`src/vocc_pkg.sv`:
```
package vocc_pkg;
    // ==========================================
    // Register byte offsets
    localparam logic [15:0] VOCC_OFF_PCTL = 16'h8180;
    localparam logic [15:0] VOCC_OFF_KEY = 16'h8184;
    localparam logic [15:0] VOCC_OFF_SCTL = 16'h8190;
    localparam logic [15:0] VOCC_OFF_CHUB = 16'h8194;
    localparam logic [15:0] VOCC_OFF_STRC = 16'h8198;
    localparam logic [15:0] VOCC_OFF_BLND = 16'h81A0;
    localparam logic [15:0] VOCC_OFF_PBA = 16'h81C0;
    localparam logic [15:0] VOCC_OFF_PBB = 16'h81C4;
    localparam logic [15:0] VOCC_OFF_DBUF = 16'h81CC;
    localparam int VOCC_AW = 16;

    // ==========================================
    // Writable bit masks; reserved bits read zero
    localparam logic [31:0] VOCC_MSK_PCTL = 32'h7700_0000;
    localparam logic [31:0] VOCC_MSK_KEY = 32'h17FF_FFFF;
    localparam logic [31:0] VOCC_MSK_SCTL = 32'h7700_0FFF;
    localparam logic [31:0] VOCC_MSK_CHUB = 32'h00FF_FFFF;
    localparam logic [31:0] VOCC_MSK_STRC = 32'h07FF_07FF;
    localparam logic [31:0] VOCC_MSK_BLND = 32'h0700_1C1C;
    localparam logic [31:0] VOCC_MSK_PBUF = 32'h003F_FFFF;
    localparam logic [31:0] VOCC_MSK_DBUF = 32'h0000_0001;
    localparam logic [31:0] VOCC_RST_ZERO = 32'h0000_0000;
    localparam logic [21:0] VOCC_QW_MASK = 22'h3F_FFF8;

    // ==========================================
    // Field positions
    localparam int VOCC_FMT_LO = 24;
    localparam int VOCC_FLT_LO = 28;
    localparam int VOCC_KSRC_BIT = 28;
    localparam int VOCC_PREC_LO = 24;

    typedef enum logic [2:0] {
        VOCC_PF_PAL8 = 3'h0, VOCC_PF_K1555 = 3'h3, VOCC_PF_R565 = 3'h5,
        VOCC_PF_R888 = 3'h6, VOCC_PF_X8888 = 3'h7
    } vocc_pfmt_e;
    typedef enum logic [2:0] {
        VOCC_CM_SEC_TOP = 3'h0, VOCC_CM_PRI_TOP = 3'h1, VOCC_CM_DISSOLVE = 3'h2,
        VOCC_CM_FADE = 3'h3, VOCC_CM_KEY_PRI = 3'h5, VOCC_CM_KEY_SEC = 3'h6
    } vocc_mode_e;

    typedef struct packed {
        logic [31:0] pctl;
        logic [31:0] key;
        logic [31:0] sctl_p;
        logic [31:0] sctl_a;
        logic [31:0] chub;
        logic [31:0] strc_p;
        logic [31:0] strc_a;
        logic [31:0] blnd_p;
        logic [31:0] blnd_a;
        logic [21:0] pba;
        logic [21:0] pbb;
        logic buf_sel;
        logic aw_hold;
        logic [VOCC_AW-1:0] awaddr;
        logic w_hold;
        logic [31:0] wdata;
        logic [3:0] wstrb;
        logic bvalid;
        logic [1:0] bresp;
        logic rvalid;
        logic [1:0] rresp;
        logic [31:0] rdata;
        logic vs_q;
    } vocc_state_s;

    typedef struct packed {
        logic [2:0] pri_format;
        logic [2:0] pri_filter;
        logic pri_fmt_ok;
        logic pri_flt_ok;
        logic [2:0] sec_format;
        logic [2:0] sec_filter;
        logic sec_fmt_ok;
        logic sec_flt_ok;
        logic signed [11:0] acc_init;
        logic [10:0] first_k;
        logic signed [10:0] second_k;
        logic [2:0] mode;
        logic mode_ok;
        logic [2:0] kp;
        logic [2:0] ks;
        logic [21:0] fetch_addr;
    } vocc_cfg_s;

    typedef struct packed {
        logic key_src;
        logic [7:0] cmp_mask;
        logic [23:0] lower;
        logic [23:0] upper;
    } vocc_key_s;
endpackage

```
`src/vocc_top.sv`:
```
`timescale 1ns/1ps
`default_nettype none
// Notes on behaviour
// - Primary format codes 0,3,5,6,7; others reserved
// - Primary filter: none, replicate, interpolate
// - Key register holds three lower bound bytes
// - Precision n compares bits 7 down to 7-n
// - Key source clear: pixel key bit decides
// - Key source set: range keying except 1555
// - Signed accumulator initial value, bits 11-0
// - Secondary format codes 1-7; zero reserved
// - Secondary filter codes 0-3; others reserved
// - Chroma upper bounds in three bytes
// - First scale constant is width minus one
// - Second scale constant is signed, negative
// - Secondary control, scale and blend fields apply at next vertical sync
// - Blend coefficients in bits 4-2, 12-10
// - Modes 0 and 1 are opaque overlays
// - Dissolve and fade blend arithmetic modes
// - Modes 5,6 key; 4,7 reserved
// - Primary start address A, 22 bits
// - Primary start address B, 22 bits
// - Control registers reset to zero
// - Buffer select chooses address A or B
module vocc_top (
    input wire logic clk,
    input wire logic rst_b,
    input wire logic vsync,
    input wire logic [vocc_pkg::VOCC_AW-1:0] s_axi_awaddr,
    input wire logic s_axi_awvalid,
    output logic s_axi_awready,
    input wire logic [31:0] s_axi_wdata,
    input wire logic [3:0] s_axi_wstrb,
    input wire logic s_axi_wvalid,
    output logic s_axi_wready,
    output logic [1:0] s_axi_bresp,
    output logic s_axi_bvalid,
    input wire logic s_axi_bready,
    input wire logic [vocc_pkg::VOCC_AW-1:0] s_axi_araddr,
    input wire logic s_axi_arvalid,
    output logic s_axi_arready,
    output logic [31:0] s_axi_rdata,
    output logic [1:0] s_axi_rresp,
    output logic s_axi_rvalid,
    input wire logic s_axi_rready,
    output vocc_pkg::vocc_cfg_s cfg,
    output vocc_pkg::vocc_key_s key_cfg
);
    import vocc_pkg::*;

    vocc_state_s s_q;
    vocc_state_s s_d;
    logic wr_go;
    logic vs_rise;
    logic [31:0] wmask;
    logic [31:0] rd_val;
    logic rd_hit;
    logic wr_hit;

    // ==========================================
    // Bus handshakes
    assign s_axi_awready = !s_q.aw_hold && !s_q.bvalid;
    assign s_axi_wready = !s_q.w_hold && !s_q.bvalid;
    assign s_axi_arready = !s_q.rvalid;
    assign s_axi_bvalid = s_q.bvalid;
    assign s_axi_bresp = s_q.bresp;
    assign s_axi_rvalid = s_q.rvalid;
    assign s_axi_rdata = s_q.rdata;
    assign s_axi_rresp = s_q.rresp;

    // Write fires once both address and data are present, held or arriving
    logic aw_now;
    logic w_now;
    logic [VOCC_AW-1:0] wa;
    logic [31:0] wd;
    logic [3:0] ws;
    assign aw_now = s_q.aw_hold || (s_axi_awvalid && s_axi_awready);
    assign w_now = s_q.w_hold || (s_axi_wvalid && s_axi_wready);
    assign wr_go = aw_now && w_now;
    assign wa = s_q.aw_hold ? s_q.awaddr : s_axi_awaddr;
    assign wd = s_q.w_hold ? s_q.wdata : s_axi_wdata;
    assign ws = s_q.w_hold ? s_q.wstrb : s_axi_wstrb;
    assign wmask = {{8{ws[3]}}, {8{ws[2]}}, {8{ws[1]}}, {8{ws[0]}}};
    assign vs_rise = vsync && !s_q.vs_q;

    function automatic logic [31:0] merge(input logic [31:0] old, input logic [31:0] nw,
                                          input logic [31:0] be, input logic [31:0] msk);
        merge = ((old & ~be) | (nw & be)) & msk;
    endfunction

    // ==========================================
    // Read decode
    always_comb begin
        rd_hit = 1'b1;
        unique case (s_axi_araddr)
            VOCC_OFF_PCTL: rd_val = s_q.pctl;
            VOCC_OFF_KEY: rd_val = s_q.key;
            VOCC_OFF_SCTL: rd_val = s_q.sctl_p;
            VOCC_OFF_CHUB: rd_val = s_q.chub;
            VOCC_OFF_STRC: rd_val = s_q.strc_p;
            VOCC_OFF_BLND: rd_val = s_q.blnd_p;
            VOCC_OFF_PBA: rd_val = {10'h000, s_q.pba};
            VOCC_OFF_PBB: rd_val = {10'h000, s_q.pbb};
            VOCC_OFF_DBUF: rd_val = {31'h0000_0000, s_q.buf_sel};
            default: begin
                rd_val = VOCC_RST_ZERO;
                rd_hit = 1'b0;
            end
        endcase
    end

    always_comb begin
        wr_hit = 1'b0;
        s_d = s_q;
        s_d.vs_q = vsync;
        // Bus channel capture
        if (s_axi_awvalid && s_axi_awready && !wr_go) begin
            s_d.aw_hold = 1'b1;
            s_d.awaddr = s_axi_awaddr;
        end
        if (s_axi_wvalid && s_axi_wready && !wr_go) begin
            s_d.w_hold = 1'b1;
            s_d.wdata = s_axi_wdata;
            s_d.wstrb = s_axi_wstrb;
        end
        if (s_q.bvalid && s_axi_bready) begin
            s_d.bvalid = 1'b0;
        end
        if (s_q.rvalid && s_axi_rready) begin
            s_d.rvalid = 1'b0;
        end
        if (s_axi_arvalid && s_axi_arready) begin
            s_d.rvalid = 1'b1;
            s_d.rdata = rd_val;
            s_d.rresp = rd_hit ? 2'h0 : 2'h2;
        end
        // Deferred fields land together; a same-cycle write is caught next vsync
        if (vs_rise) begin
            s_d.sctl_a = s_q.sctl_p;
            s_d.strc_a = s_q.strc_p;
            s_d.blnd_a = s_q.blnd_p;
        end
        if (wr_go) begin
            s_d.aw_hold = 1'b0;
            s_d.w_hold = 1'b0;
            s_d.bvalid = 1'b1;
            wr_hit = 1'b1;
            unique case (wa)
                VOCC_OFF_PCTL: s_d.pctl = merge(s_q.pctl, wd, wmask, VOCC_MSK_PCTL);
                VOCC_OFF_KEY: s_d.key = merge(s_q.key, wd, wmask, VOCC_MSK_KEY);
                VOCC_OFF_SCTL: s_d.sctl_p = merge(s_q.sctl_p, wd, wmask, VOCC_MSK_SCTL);
                VOCC_OFF_CHUB: s_d.chub = merge(s_q.chub, wd, wmask, VOCC_MSK_CHUB);
                VOCC_OFF_STRC: s_d.strc_p = merge(s_q.strc_p, wd, wmask, VOCC_MSK_STRC);
                VOCC_OFF_BLND: s_d.blnd_p = merge(s_q.blnd_p, wd, wmask, VOCC_MSK_BLND);
                VOCC_OFF_PBA: s_d.pba = 22'(merge({10'h000, s_q.pba}, wd, wmask,
                                                  VOCC_MSK_PBUF));
                VOCC_OFF_PBB: s_d.pbb = 22'(merge({10'h000, s_q.pbb}, wd, wmask,
                                                  VOCC_MSK_PBUF));
                VOCC_OFF_DBUF: s_d.buf_sel = (ws[0]) ? wd[0] : s_q.buf_sel;
                default: wr_hit = 1'b0;
            endcase
            s_d.bresp = wr_hit ? 2'h0 : 2'h2;
        end
    end

    // ==========================================
    // State register; address registers are cleared too, a harmless tightening
    always_ff @(posedge clk) begin
        if (!rst_b) begin
            s_q <= '0;
        end else begin
            s_q <= s_d;
        end
    end

    // ==========================================
    // Decoded configuration, registered for clean outputs
    vocc_cfg_s cfg_d;
    vocc_key_s key_d;
    logic [2:0] prec;

    always_comb begin
        cfg_d.pri_format = s_q.pctl[VOCC_FMT_LO +: 3];
        cfg_d.pri_filter = s_q.pctl[VOCC_FLT_LO +: 3];
        unique case (cfg_d.pri_format)
            VOCC_PF_PAL8, VOCC_PF_K1555, VOCC_PF_R565,
            VOCC_PF_R888, VOCC_PF_X8888: cfg_d.pri_fmt_ok = 1'b1;
            default: cfg_d.pri_fmt_ok = 1'b0;
        endcase
        cfg_d.pri_flt_ok = (cfg_d.pri_filter <= 3'h2);
        cfg_d.sec_format = s_q.sctl_a[VOCC_FMT_LO +: 3];
        cfg_d.sec_filter = s_q.sctl_a[VOCC_FLT_LO +: 3];
        cfg_d.sec_fmt_ok = (cfg_d.sec_format != 3'h0);
        cfg_d.sec_flt_ok = (cfg_d.sec_filter <= 3'h3);
        cfg_d.acc_init = s_q.sctl_a[11:0];
        cfg_d.first_k = s_q.strc_a[10:0];
        cfg_d.second_k = s_q.strc_a[26:16];
        cfg_d.mode = s_q.blnd_a[26:24];
        // Mode 2 uses 8-Kp as secondary weight in place of Ks
        unique case (cfg_d.mode)
            VOCC_CM_SEC_TOP, VOCC_CM_PRI_TOP: cfg_d.mode_ok = 1'b1;
            VOCC_CM_DISSOLVE, VOCC_CM_FADE: cfg_d.mode_ok = 1'b1;
            VOCC_CM_KEY_PRI, VOCC_CM_KEY_SEC: cfg_d.mode_ok = 1'b1;
            default: cfg_d.mode_ok = 1'b0;
        endcase
        cfg_d.kp = s_q.blnd_a[12:10];
        cfg_d.ks = (cfg_d.mode == VOCC_CM_DISSOLVE) ?
                   3'(4'h8 - {1'b0, s_q.blnd_a[12:10]}) : s_q.blnd_a[4:2];
        cfg_d.fetch_addr = (s_q.buf_sel ? s_q.pbb : s_q.pba) & VOCC_QW_MASK;
        prec = s_q.key[VOCC_PREC_LO +: 3];
        key_d.key_src = s_q.key[VOCC_KSRC_BIT];
        key_d.cmp_mask = 8'(9'h1FF << (3'h7 - prec));
        key_d.lower = s_q.key[23:0];
        key_d.upper = s_q.chub[23:0];
    end

    always_ff @(posedge clk) begin
        if (!rst_b) begin
            cfg <= '0;
            key_cfg <= '0;
        end else begin
            cfg <= cfg_d;
            key_cfg <= key_d;
        end
    end

    // ==========================================
    // Checks
    AST_VSYNC_APPLY: assert property (@(posedge clk) disable iff (!rst_b)
        (vsync && !s_q.vs_q) |=> ##1 (cfg.mode == $past(s_q.blnd_p[26:24], 2)))
        else $error("blend mode not applied at vsync");
    AST_HOLD_NO_VSYNC: assert property (@(posedge clk) disable iff (!rst_b)
        !(vsync && !s_q.vs_q) |=> $stable(s_q.sctl_a))
        else $error("secondary control changed without vsync");
    AST_ALIGN: assert property (@(posedge clk) disable iff (!rst_b)
        cfg.fetch_addr[2:0] == 3'h0)
        else $error("fetch address not quadword aligned");
    // Mask must be grouped with the mux, equality binds tighter than bitwise and
    AST_SELECT: assert property (@(posedge clk) disable iff (!rst_b)
        ##1 (cfg.fetch_addr == (($past(s_q.buf_sel) ? $past(s_q.pbb) : $past(s_q.pba))
        & VOCC_QW_MASK)))
        else $error("wrong primary buffer chosen");
    AST_PREC: assert property (@(posedge clk) disable iff (!rst_b)
        (s_q.key[26:24] == 3'h0) |=> (key_cfg.cmp_mask == 8'h80))
        else $error("precision mask wrong");
    AST_DISSOLVE: assert property (@(posedge clk) disable iff (!rst_b)
        (s_q.blnd_a[26:24] == 3'h2) |=> (4'(cfg.kp) + 4'(cfg.ks) == 4'h8 || cfg.kp == 3'h0))
        else $error("dissolve weights do not sum to eight");
    AST_MODE_RSV: assert property (@(posedge clk) disable iff (!rst_b)
        (s_q.blnd_a[26:24] == 3'h4 || s_q.blnd_a[26:24] == 3'h7) |=> !cfg.mode_ok)
        else $error("reserved mode flagged valid");
    AST_SFMT: assert property (@(posedge clk) disable iff (!rst_b)
        (s_q.sctl_a[26:24] == 3'h0) |=> !cfg.sec_fmt_ok)
        else $error("reserved secondary format accepted");
    AST_RESET: assert property (@(posedge clk)
        !rst_b |=> (s_q.pctl == '0 && s_q.key == '0 && s_q.blnd_p == '0))
        else $error("control not zero after reset");
    AST_BRESP: assert property (@(posedge clk) disable iff (!rst_b)
        wr_go |=> s_axi_bvalid)
        else $error("write not answered");
    COV_VSYNC: cover property (@(posedge clk) disable iff (!rst_b) vs_rise && wr_go);
    COV_FADE: cover property (@(posedge clk) disable iff (!rst_b) cfg.mode == 3'h3);
    COV_BUFB: cover property (@(posedge clk) disable iff (!rst_b) s_q.buf_sel);
endmodule
`default_nettype wire

```
`config.mk`:
```
export PLATFORM = sky130hd
export DESIGN_NAME = vocc_top
export DESIGN_NICKNAME = d
export VERILOG_FILES = /design/src/vocc_pkg.sv /design/src/vocc_top.sv
export SDC_FILE = /design/constraint.sdc
export NUM_CORES = 1
export LEC_CHECK = 0
export BUFFER_PORTS_ARGS = -buffer_cell sky130_fd_sc_hd__buf_2
export CORE_MARGIN = 5
export CORE_UTILIZATION = 60
export DETAILED_ROUTE_END_ITERATION = 8
export GPL_ROUTABILITY_DRIVEN = 0
export GPL_TIMING_DRIVEN = 0
export PLACE_DENSITY = 0.94
export SYNTH_ARGS = -nofsm -noshare
export SYNTH_HDL_FRONTEND = slang
export SYNTH_SLANG_ARGS = --single-unit
```
`constraint.sdc`:
```
create_clock -name clk -period 3.3 [get_ports clk]
set_clock_uncertainty 0.15 [all_clocks]
set_input_delay 0.495 -clock clk [delete_from_list [all_inputs] [get_ports clk]]
set_output_delay 0.495 -clock clk [all_outputs]
set_load 0.02 [all_outputs]
```
After elaboration in Yosys (flattened, before gate mapping)

Cells that the tools add are included.

Bits in registers: 432
Logic and storage cells: 150

Bitwise gates (word level): 19
Shift-type cells: 1
Reduce and logical (&&, ||, !) cells: 38
Mux-type cells: 17
Equal/unequal tests: 27
$add $sub $neg: 2
Order comparisons: 2

Operators with widths:

| cell                   | count |
|---|---|
| $eq A16 B16 Y1 const B | 18 |
| $pmux W31 S9           | 1 |
| $and A31 B31 Y31       | 3 |
| $or A31 B31 Y31        | 2 |
| $and A27 B27 Y27       | 2 |
| $or A27 B27 Y27        | 2 |
| $and A22 B22 Y22       | 2 |
| $or A22 B22 Y22        | 2 |
| $mux W35               | 1 |
| $mux W31               | 1 |
| $not A31 Y31           | 1 |
| $and A29 B29 Y29       | 1 |
| $or A29 B29 Y29        | 1 |
| $and A24 B24 Y24       | 1 |
| $or A24 B24 Y24        | 1 |
| $mux W22               | 1 |
| $reduce_or A9 Y1       | 2 |
| $mux W16               | 1 |
| $reduce_and A2 Y1      | 8 |
| $eq A3 B3 Y1 const B   | 5 |
| $logic_and A1 B1 Y1    | 11 |
| $eq A3 B2 Y1 const B   | 3 |
| $shl A9 B3 Y8 const A  | 1 |
| $mux W1                | 7 |
| other kinds (17)       | 28 |

Logic depth before layout (Yosys ltp)

Gate-level depths: netlist of run 1.

Depth after elaboration: 8
Depth in mapped cells: 9
Gate-level depth less buffers: 5

Worst setup path before layout of run 1

No wires, ideal clock.

Kind: input -> register
Start point: input port s_axi_araddr[13] (netlist name)
End point: register s_q (netlist bit s_axi_rdata[11])
Required time: 3.091 ns
Path buffers: 1
Stages on the path: 6
Library setup time: 0.059 ns
Data arrival time: 2.216 ns
Setup slack: 0.874 ns
Cell sequence: or4b_4 buf_6 nor4_4 or3b_1 nand4_1 a22o_1

Cells in the longest elaborated chain, start to end: 2

Ends and longest elaborated chain:

| item                   | RTL line        | RTL |
|---|---|---|
| start: declaration     | vocc_top.sv:39  | `input wire logic [vocc_pkg::VOCC_AW-1:0] s_axi_araddr,` |
| $eq A16 B16 Y1         | vocc_top.sv:95  | `unique case (s_axi_araddr)` |
| $pmux W31 S9 *         | vocc_top.sv:95  |  |
| end signal: assignment | vocc_top.sv:170 | `s_q <= '0;` |
| end signal: assignment | vocc_top.sv:172 | `s_q <= s_d;` |
| end: declaration       | vocc_top.sv:51  | `vocc_state_s s_q;` |

Mark *: on every way between the ends. The rest lies on a longest branch, timed or not.
A chain may end at the register's enable or synchronous reset.

==> impl_results.md, run 1 <==
* Outcome: finished with violations
* Post-CTS setup buffer count at 0
* Worst setup EP type: flop
* Clock Latency Late Sink at 550 ps
* CTS Buffer Depth at 3
* Pwr per Cell Area at 545 mW/mm2
* Mapped Cells at 1677
* Yosys warnings at 0
* Worst Setup SP: rst_b
* Top_reg_cell synth: dfxtp_1
* Yosys cell types at 72
* Failing checks: design-rule violations
* DR DRC count at 22
* Buffers on Ports at 244
* Yosys reg bits at 424
* Top cells by count, synth: 424 x dfxtp_1, 375 x nand2_1, 186 x mux2i_1
* Initial antenna violation count at 8
* FP Rows at 60
* Layout cell share with drive strength beyond 1 at 0.222
* Layout net count at 2047
* HPWL after DPL at 36200 um
* Max incr delay on CP at 780 ps
* Aggregate global routing overflow at 0
* Hold Vio Cnt, Final at 0
* RSZ-0062 raised after global routing: no
* Fin crit period at 3190 ps
* Top cells by area, synth: dfxtp_1 52%, mux2i_1 11%, nand2_1 8.7%
* # Max-Cap Violations at 0
* CP arrival at 3470 ps
* Worst IR Drop VDD at 0.451 mV
* Hold EP: s_axi_rvalid
* Root Driver: clkbuf_16
* Sequential area share after synthesis at 0.524
* Area added between synthesis and finish at 18.6%
* R2R Setup Slk at 460 ps
* Initial Util at 0.604
* Cell mode on critical path: clkbuf_1
* Chip Width at 174 um
* Hold Startpoint: s_axi_rready
* Die Y at 174 um
* Worst setup SP type: input pin
* Average wire per standard cell at 22.3 um
* Final ANT Viol Nets at 0
* Area share of the largest cell type after synthesis at 0.524
* Resize count post-CTS at 0
* CP Data Required Time at 3580 ps
* Max Slew Vio Count at 0
* TritonCTS clock tree: yes
* DRT Pass-1 Iters at 9
* Crit-path cells: dlygate4sd3_1 -> buf_2 -> clkbuf_1 -> clkbuf_1 -> clkbuf_1 -> nand2_1 -> mux2i_1
* Total routing usage reported by global routing at 0.329
* Asr flop ratio synth at 0
* Clk slew on worst S/H paths at 60 ps
* Routed via count at 14519
* Drt total wl at 52300 um
* First-pass GRT wire length at 79300 um
* Core area at 0.0268 mm2
* I/O pin count at 256
* Worst reg2reg path depth at 7
* Crit Path Class: in2reg
* Min-delay worst type: in2reg
* Setup Viol. Count Final at 0
* Pwr Total at 10.5 mW
* WHS Path Cells at 2
* Synthesized area per cell at 9.66 um2
* DRT iter0 DRCs at 2440
* Reg-to-reg endpoint: s_q[93]
* Largest net degree at the start of global routing at 16
* Max_slew headroom at 0.127
* Yosys top cell by area: dfxtp_1
* Setup TNS at 0 ps
* CTS sink cnt at 424
* Vias in the first global route at 14545
* Top-count cell post-synth: dfxtp_1
* FMAX at 0.313 GHz
* CP max FO at 10
* Least-Margin Pin Slew at 1290 ps
* CTS Buf Count at 40
* # H-tree levels at 2
* Post-Syn Area at 0.0162 mm2
* Finished Core Util at 0.716
* Vias per cell at 6.19
* Final Cycle Share at 0.967
* Static Leak at 9.05 nW
* Worst R2R Start: s_q[92]
* Number of flops mapped to enable cells by yosys at 0
* Slowest cell on crit path: clkbuf_1
* Total Die Area at 0.0304 mm2
routing by layer:
layer,wire length [um],GRT usage
met5,23,0
met4,4670,0.237
met3,6870,0.107
met2,22800,0.508
met1,17900,0.384
worst max-delay path by stage:
stage / end / slack, ps / cells past startpoint
3_5_place_dp: s_axi_rdata[21] / 180 / 7
6_report: flop / 110 / 7
5_1_grt: flop / 120 / 7
3_3_place_gp: s_axi_rdata[21] / 200 / 7
2_1_floorplan: s_axi_rdata[11] / 870 / 6
4_1_cts: cfg[4] / 290 / 7
cell usage in the layout, fill, tap and decap left out, drive strengths merged, types with 5 or more instances in the layout:
cell and instances:
a211oi 6, a21oi 92, a222oi 18, a22o 22, a22oi 31, and2 50, and3 6, buf 306
clkbuf 124, clkinv 7, conb 7, dfxtp 424, diode 7, inv 70, mux2 34, mux2i 186
nand2 375, nand2b 5, nand3 50, nand3b 6, nand4 5, nor2 66, nor3 10, nor4 12
o21ai 20, or4b 5
cell type report:
cell class / count / area [um2]
fillers: 1742 / 7600
clock inverters: 12 / 143
diodes: 7 / 17.5
well taps: 341 / 427
clock buffers: 57 / 1170
flip-flops and latches: 424 / 8490
repair buffers: 245 / 1230
plain buffers: 129 / 678
inverters: 68 / 255
multi-input cells: 1062 / 6800
cell families after synthesis:
| logic type | after synthesis | share of synthesized area |
|---|---|---|
| buffers and inverters | 197 | 0.0576 |
| xor gates and xnor gates | 4 | 0.00216 |
| muxes | 220 | 0.139 |
| and+or+nand+nor | 621 | 0.190 |
| AOI/OAI and AO/OA | 209 | 0.0861 |
| adders and majority gates | 1 | 0.000772 |
| other | 1 | 0.000232 |
| DFF | 424 | 0.524 |
worst max-delay path, delay by kind of cell:
kind	cells	cell delay [ps]
buffers and inverters	5	2300
AND/OR/NAND/NOR	1	360
multiplexers	1	320
per-stage QoR:
stage,cell area [um2],worst slack (ps),instances,hold slack [ps]
after floorplan,16200,874,1683,256
after global placement,17900,197,2268,288
after detailed placement,17900,181,2268,293
after CTS,19200,290,2338,17.5
after global routing,19200,123,2344,28.6
final,19200,108,2345,28.0
power by group:
| part | internal [mW] | switching (mW) |
|---|---|---|
| registers | 5.16 | 0.0296 |
| clock network | 2.69 | 1.94 |
| logic | 0.197 | 0.451 |
timing repair:
item                                   in CTS  in global routing
endpoints found under the hold margin       1                  0
setup endpoints to repair                   0                  0
hold buffers                                1                  0
(Power assumes the default switching activity.)
==> run 2: changes to the inputs <==
--- a/config.mk
+++ b/config.mk
@@ -6,12 +6,14 @@
 export NUM_CORES = 1
 export LEC_CHECK = 0
 export BUFFER_PORTS_ARGS = -buffer_cell sky130_fd_sc_hd__buf_2
+export CELL_PAD_IN_SITES_DETAIL_PLACEMENT = 0
+export CELL_PAD_IN_SITES_GLOBAL_PLACEMENT = 1
 export CORE_MARGIN = 5
-export CORE_UTILIZATION = 60
+export CORE_UTILIZATION = 47
 export DETAILED_ROUTE_END_ITERATION = 8
 export GPL_ROUTABILITY_DRIVEN = 0
 export GPL_TIMING_DRIVEN = 0
-export PLACE_DENSITY = 0.94
+export PLACE_DENSITY = 0.95
 export SYNTH_ARGS = -nofsm -noshare
 export SYNTH_HDL_FRONTEND = slang
 export SYNTH_SLANG_ARGS = --single-unit
==> constraint.sdc (replaced) <==
create_clock -name clk -period 3.3 [get_ports clk]
set_clock_uncertainty 0.15 [all_clocks]
set_input_delay 0.165 -clock clk [delete_from_list [all_inputs] [get_ports clk]]
set_output_delay 0.165 -clock clk [all_outputs]
set_load 0.02 [all_outputs]
==> run 2 against run 1 <==
Against the previous run:
- via count down 5.8%
- worst hold slack better by 34 ps
- the flow now finishes without violations
- routed wire length down 0.24%
- worst setup slack better by 280 ps
- die area up 26%
- sequential cell count unchanged
- highest routed layer is now met4
- final cell count up 7.5%
- clock power up 9.3%
- sequential power about the same
==> impl_results.md, run 2 (synthesized netlist as in run 1, its figures left out) <==
* Total routing usage reported by global routing at 0.262
* Resize count post-CTS at 0
* Crit Path Class: in2reg
* Hold Startpoint: s_axi_araddr[5]
* Hold Vio Cnt, Final at 0
* RSZ-0062 raised after global routing: no
* Clk slew on worst S/H paths at 60 ps
* Min-delay worst type: in2reg
* CTS Buffer Depth at 3
* TritonCTS clock tree: yes
* Root Driver: clkbuf_16
* Flop pwr share at 0.474
* Setup TNS at 0 ps
* I/O pin count at 256
* Worst setup EP type: flop
* Pwr Total at 10.9 mW
* DR DRC count at 0
* Total Die Area at 0.0383 mm2
* Largest net degree at the start of global routing at 15
* Static Leak at 9.38 nW
* Hold EP: s_axi_rdata[0]
* Worst reg2reg path depth at 7
* Core area at 0.0343 mm2
* CTS sink cnt at 424
* Fin crit period at 2910 ps
* Initial antenna violation count at 3
* Aggregate global routing overflow at 0
* FMAX at 0.344 GHz
* DRT iter0 DRCs at 1405
* DRT Pass-1 Iters at 8
* Average wire per standard cell at 20.7 um
* Sw power at 2.52 mW
* Routed via count at 13677
* Buffers on Ports at 244
* Outcome: completed
* Vias in the first global route at 13412
* Comb pwr share at 0.063
* Pwr per Cell Area at 545 mW/mm2
* Chip Width at 196 um
* Final Cycle Share at 0.881
* First-pass GRT wire length at 78600 um
* Initial Util at 0.472
* Most frequent cells in the layout: 424 x dfxtp_1, 375 x nand2_1, 258 x buf_2
* Drt total wl at 52200 um
* Clock Latency Late Sink at 550 ps
* WHS Path Cells at 4
* Setup Viol. Count Final at 0
* Area added between synthesis and finish at 24.1%
* Die Y at 196 um
* Max Slew Vio Count at 0
* Worst IR Drop VDD at 0.341 mV
* Worst R2R Start: s_q[92]
* # Max-Cap Violations at 0
* Clock power frac at 0.463
* Layout net count at 2109
* Vias per cell at 5.43
* # H-tree levels at 2
* Worst Setup SP: s_axi_araddr[2]
* Max_slew headroom at 0.167
* Internal power at 8.43 mW
* CP arrival at 3250 ps
* Most common cell after layout, fill and taps aside: dfxtp_1
* Layout cell share with drive strength beyond 1 at 0.220
* CP Data Required Time at 3640 ps
* CP max FO at 10
* CTS Buf Count at 43
* Final ANT Viol Nets at 0
* Sw frac at 0.230
* Least-Margin Pin Slew at 1230 ps
* FP Rows at 68
* HPWL after DPL at 38000 um
* Min Hold Slack at 61.9 ps
* R2R Setup Slk at 560 ps
* Worst setup SP type: input pin
## run 2: cell types whose count changed in the layout (fill, tap and decap cells not counted), sizes merged
cell         change
dlygate4sd3     +59
diode            -4
clkbuf           +2
clkinvlp         +2
bufinv           +1
clkinv           +1
## run 2: what timing repair did
item                                    in CTS  in global routing
hold endpoints to repair                    63                  0
endpoints found under the setup margin       0                  0
setup buffers                                0                  0
hold buffers                                60                  0
## run 2: power groups by stage
stage	combinational, mW	clock [mW]	sequential, mW
2_1_floorplan	0.379	0	5.30
3_3_place_gp	0.606	0	5.30
3_5_place_dp	0.617	0	5.30
4_1_cts	0.676	5.10	5.19
5_1_grt	0.737	5.33	5.19
6_report	0.694	5.06	5.19
## run 2: layout make-up
type | count | area [um2]
diodes | 3 | 7.51
plain buffers | 129 | 678
clock buffers | 59 | 1280
clock inverters | 16 | 204
fillers | 2926 | 14200
inverters | 68 | 255
multi-input cells | 1062 | 6800
flip-flops and latches | 424 | 8490
well taps | 455 | 569
repair buffers | 304 | 1820
## run 2: routing by layer
metal,track usage,part of all wire,vias to the layer above
li1,-,-,6365
met1,0.345,0.41,6413
met2,0.414,0.45,723
met3,0.0519,0.090,176
met4,0.124,0.052,0
met5,0,0,-
## run 2: worst max-delay path, cell delays in order
cell and delay, ps:
dlygate4sd3_1 550, buf_2 160, or4b_1 560, nor4_2 720
clkbuf_1 590, a22oi_1 230, nand3_1 140, a22o_1 130
## run 2: worst max path at each step
stage / end / slack [ps] / cells past startpoint
after CTS: s_axi_rdata[21] / 480 / 8
after global placement: s_axi_rdata[21] / 460 / 7
after detailed placement: s_axi_rdata[21] / 410 / 7
after global routing: s_axi_rdata[21] / 370 / 8
after floorplan: flop / 1090 / 7
final: s_axi_rdata[21] / 390 / 8
## run 2: per-stage QoR
step / std cells / cell area (um2) / utilization / worst slack [ps]
final: 2520 / 20100 / 0.586 / 392
after CTS: 2517 / 20100 / 0.586 / 476
after floorplan: 1683 / 16200 / - / 1090
after global routing: 2520 / 20100 / 0.586 / 371
after global placement: 2382 / 18000 / 0.525 / 460
after detailed placement: 2382 / 18000 / 0.525 / 409
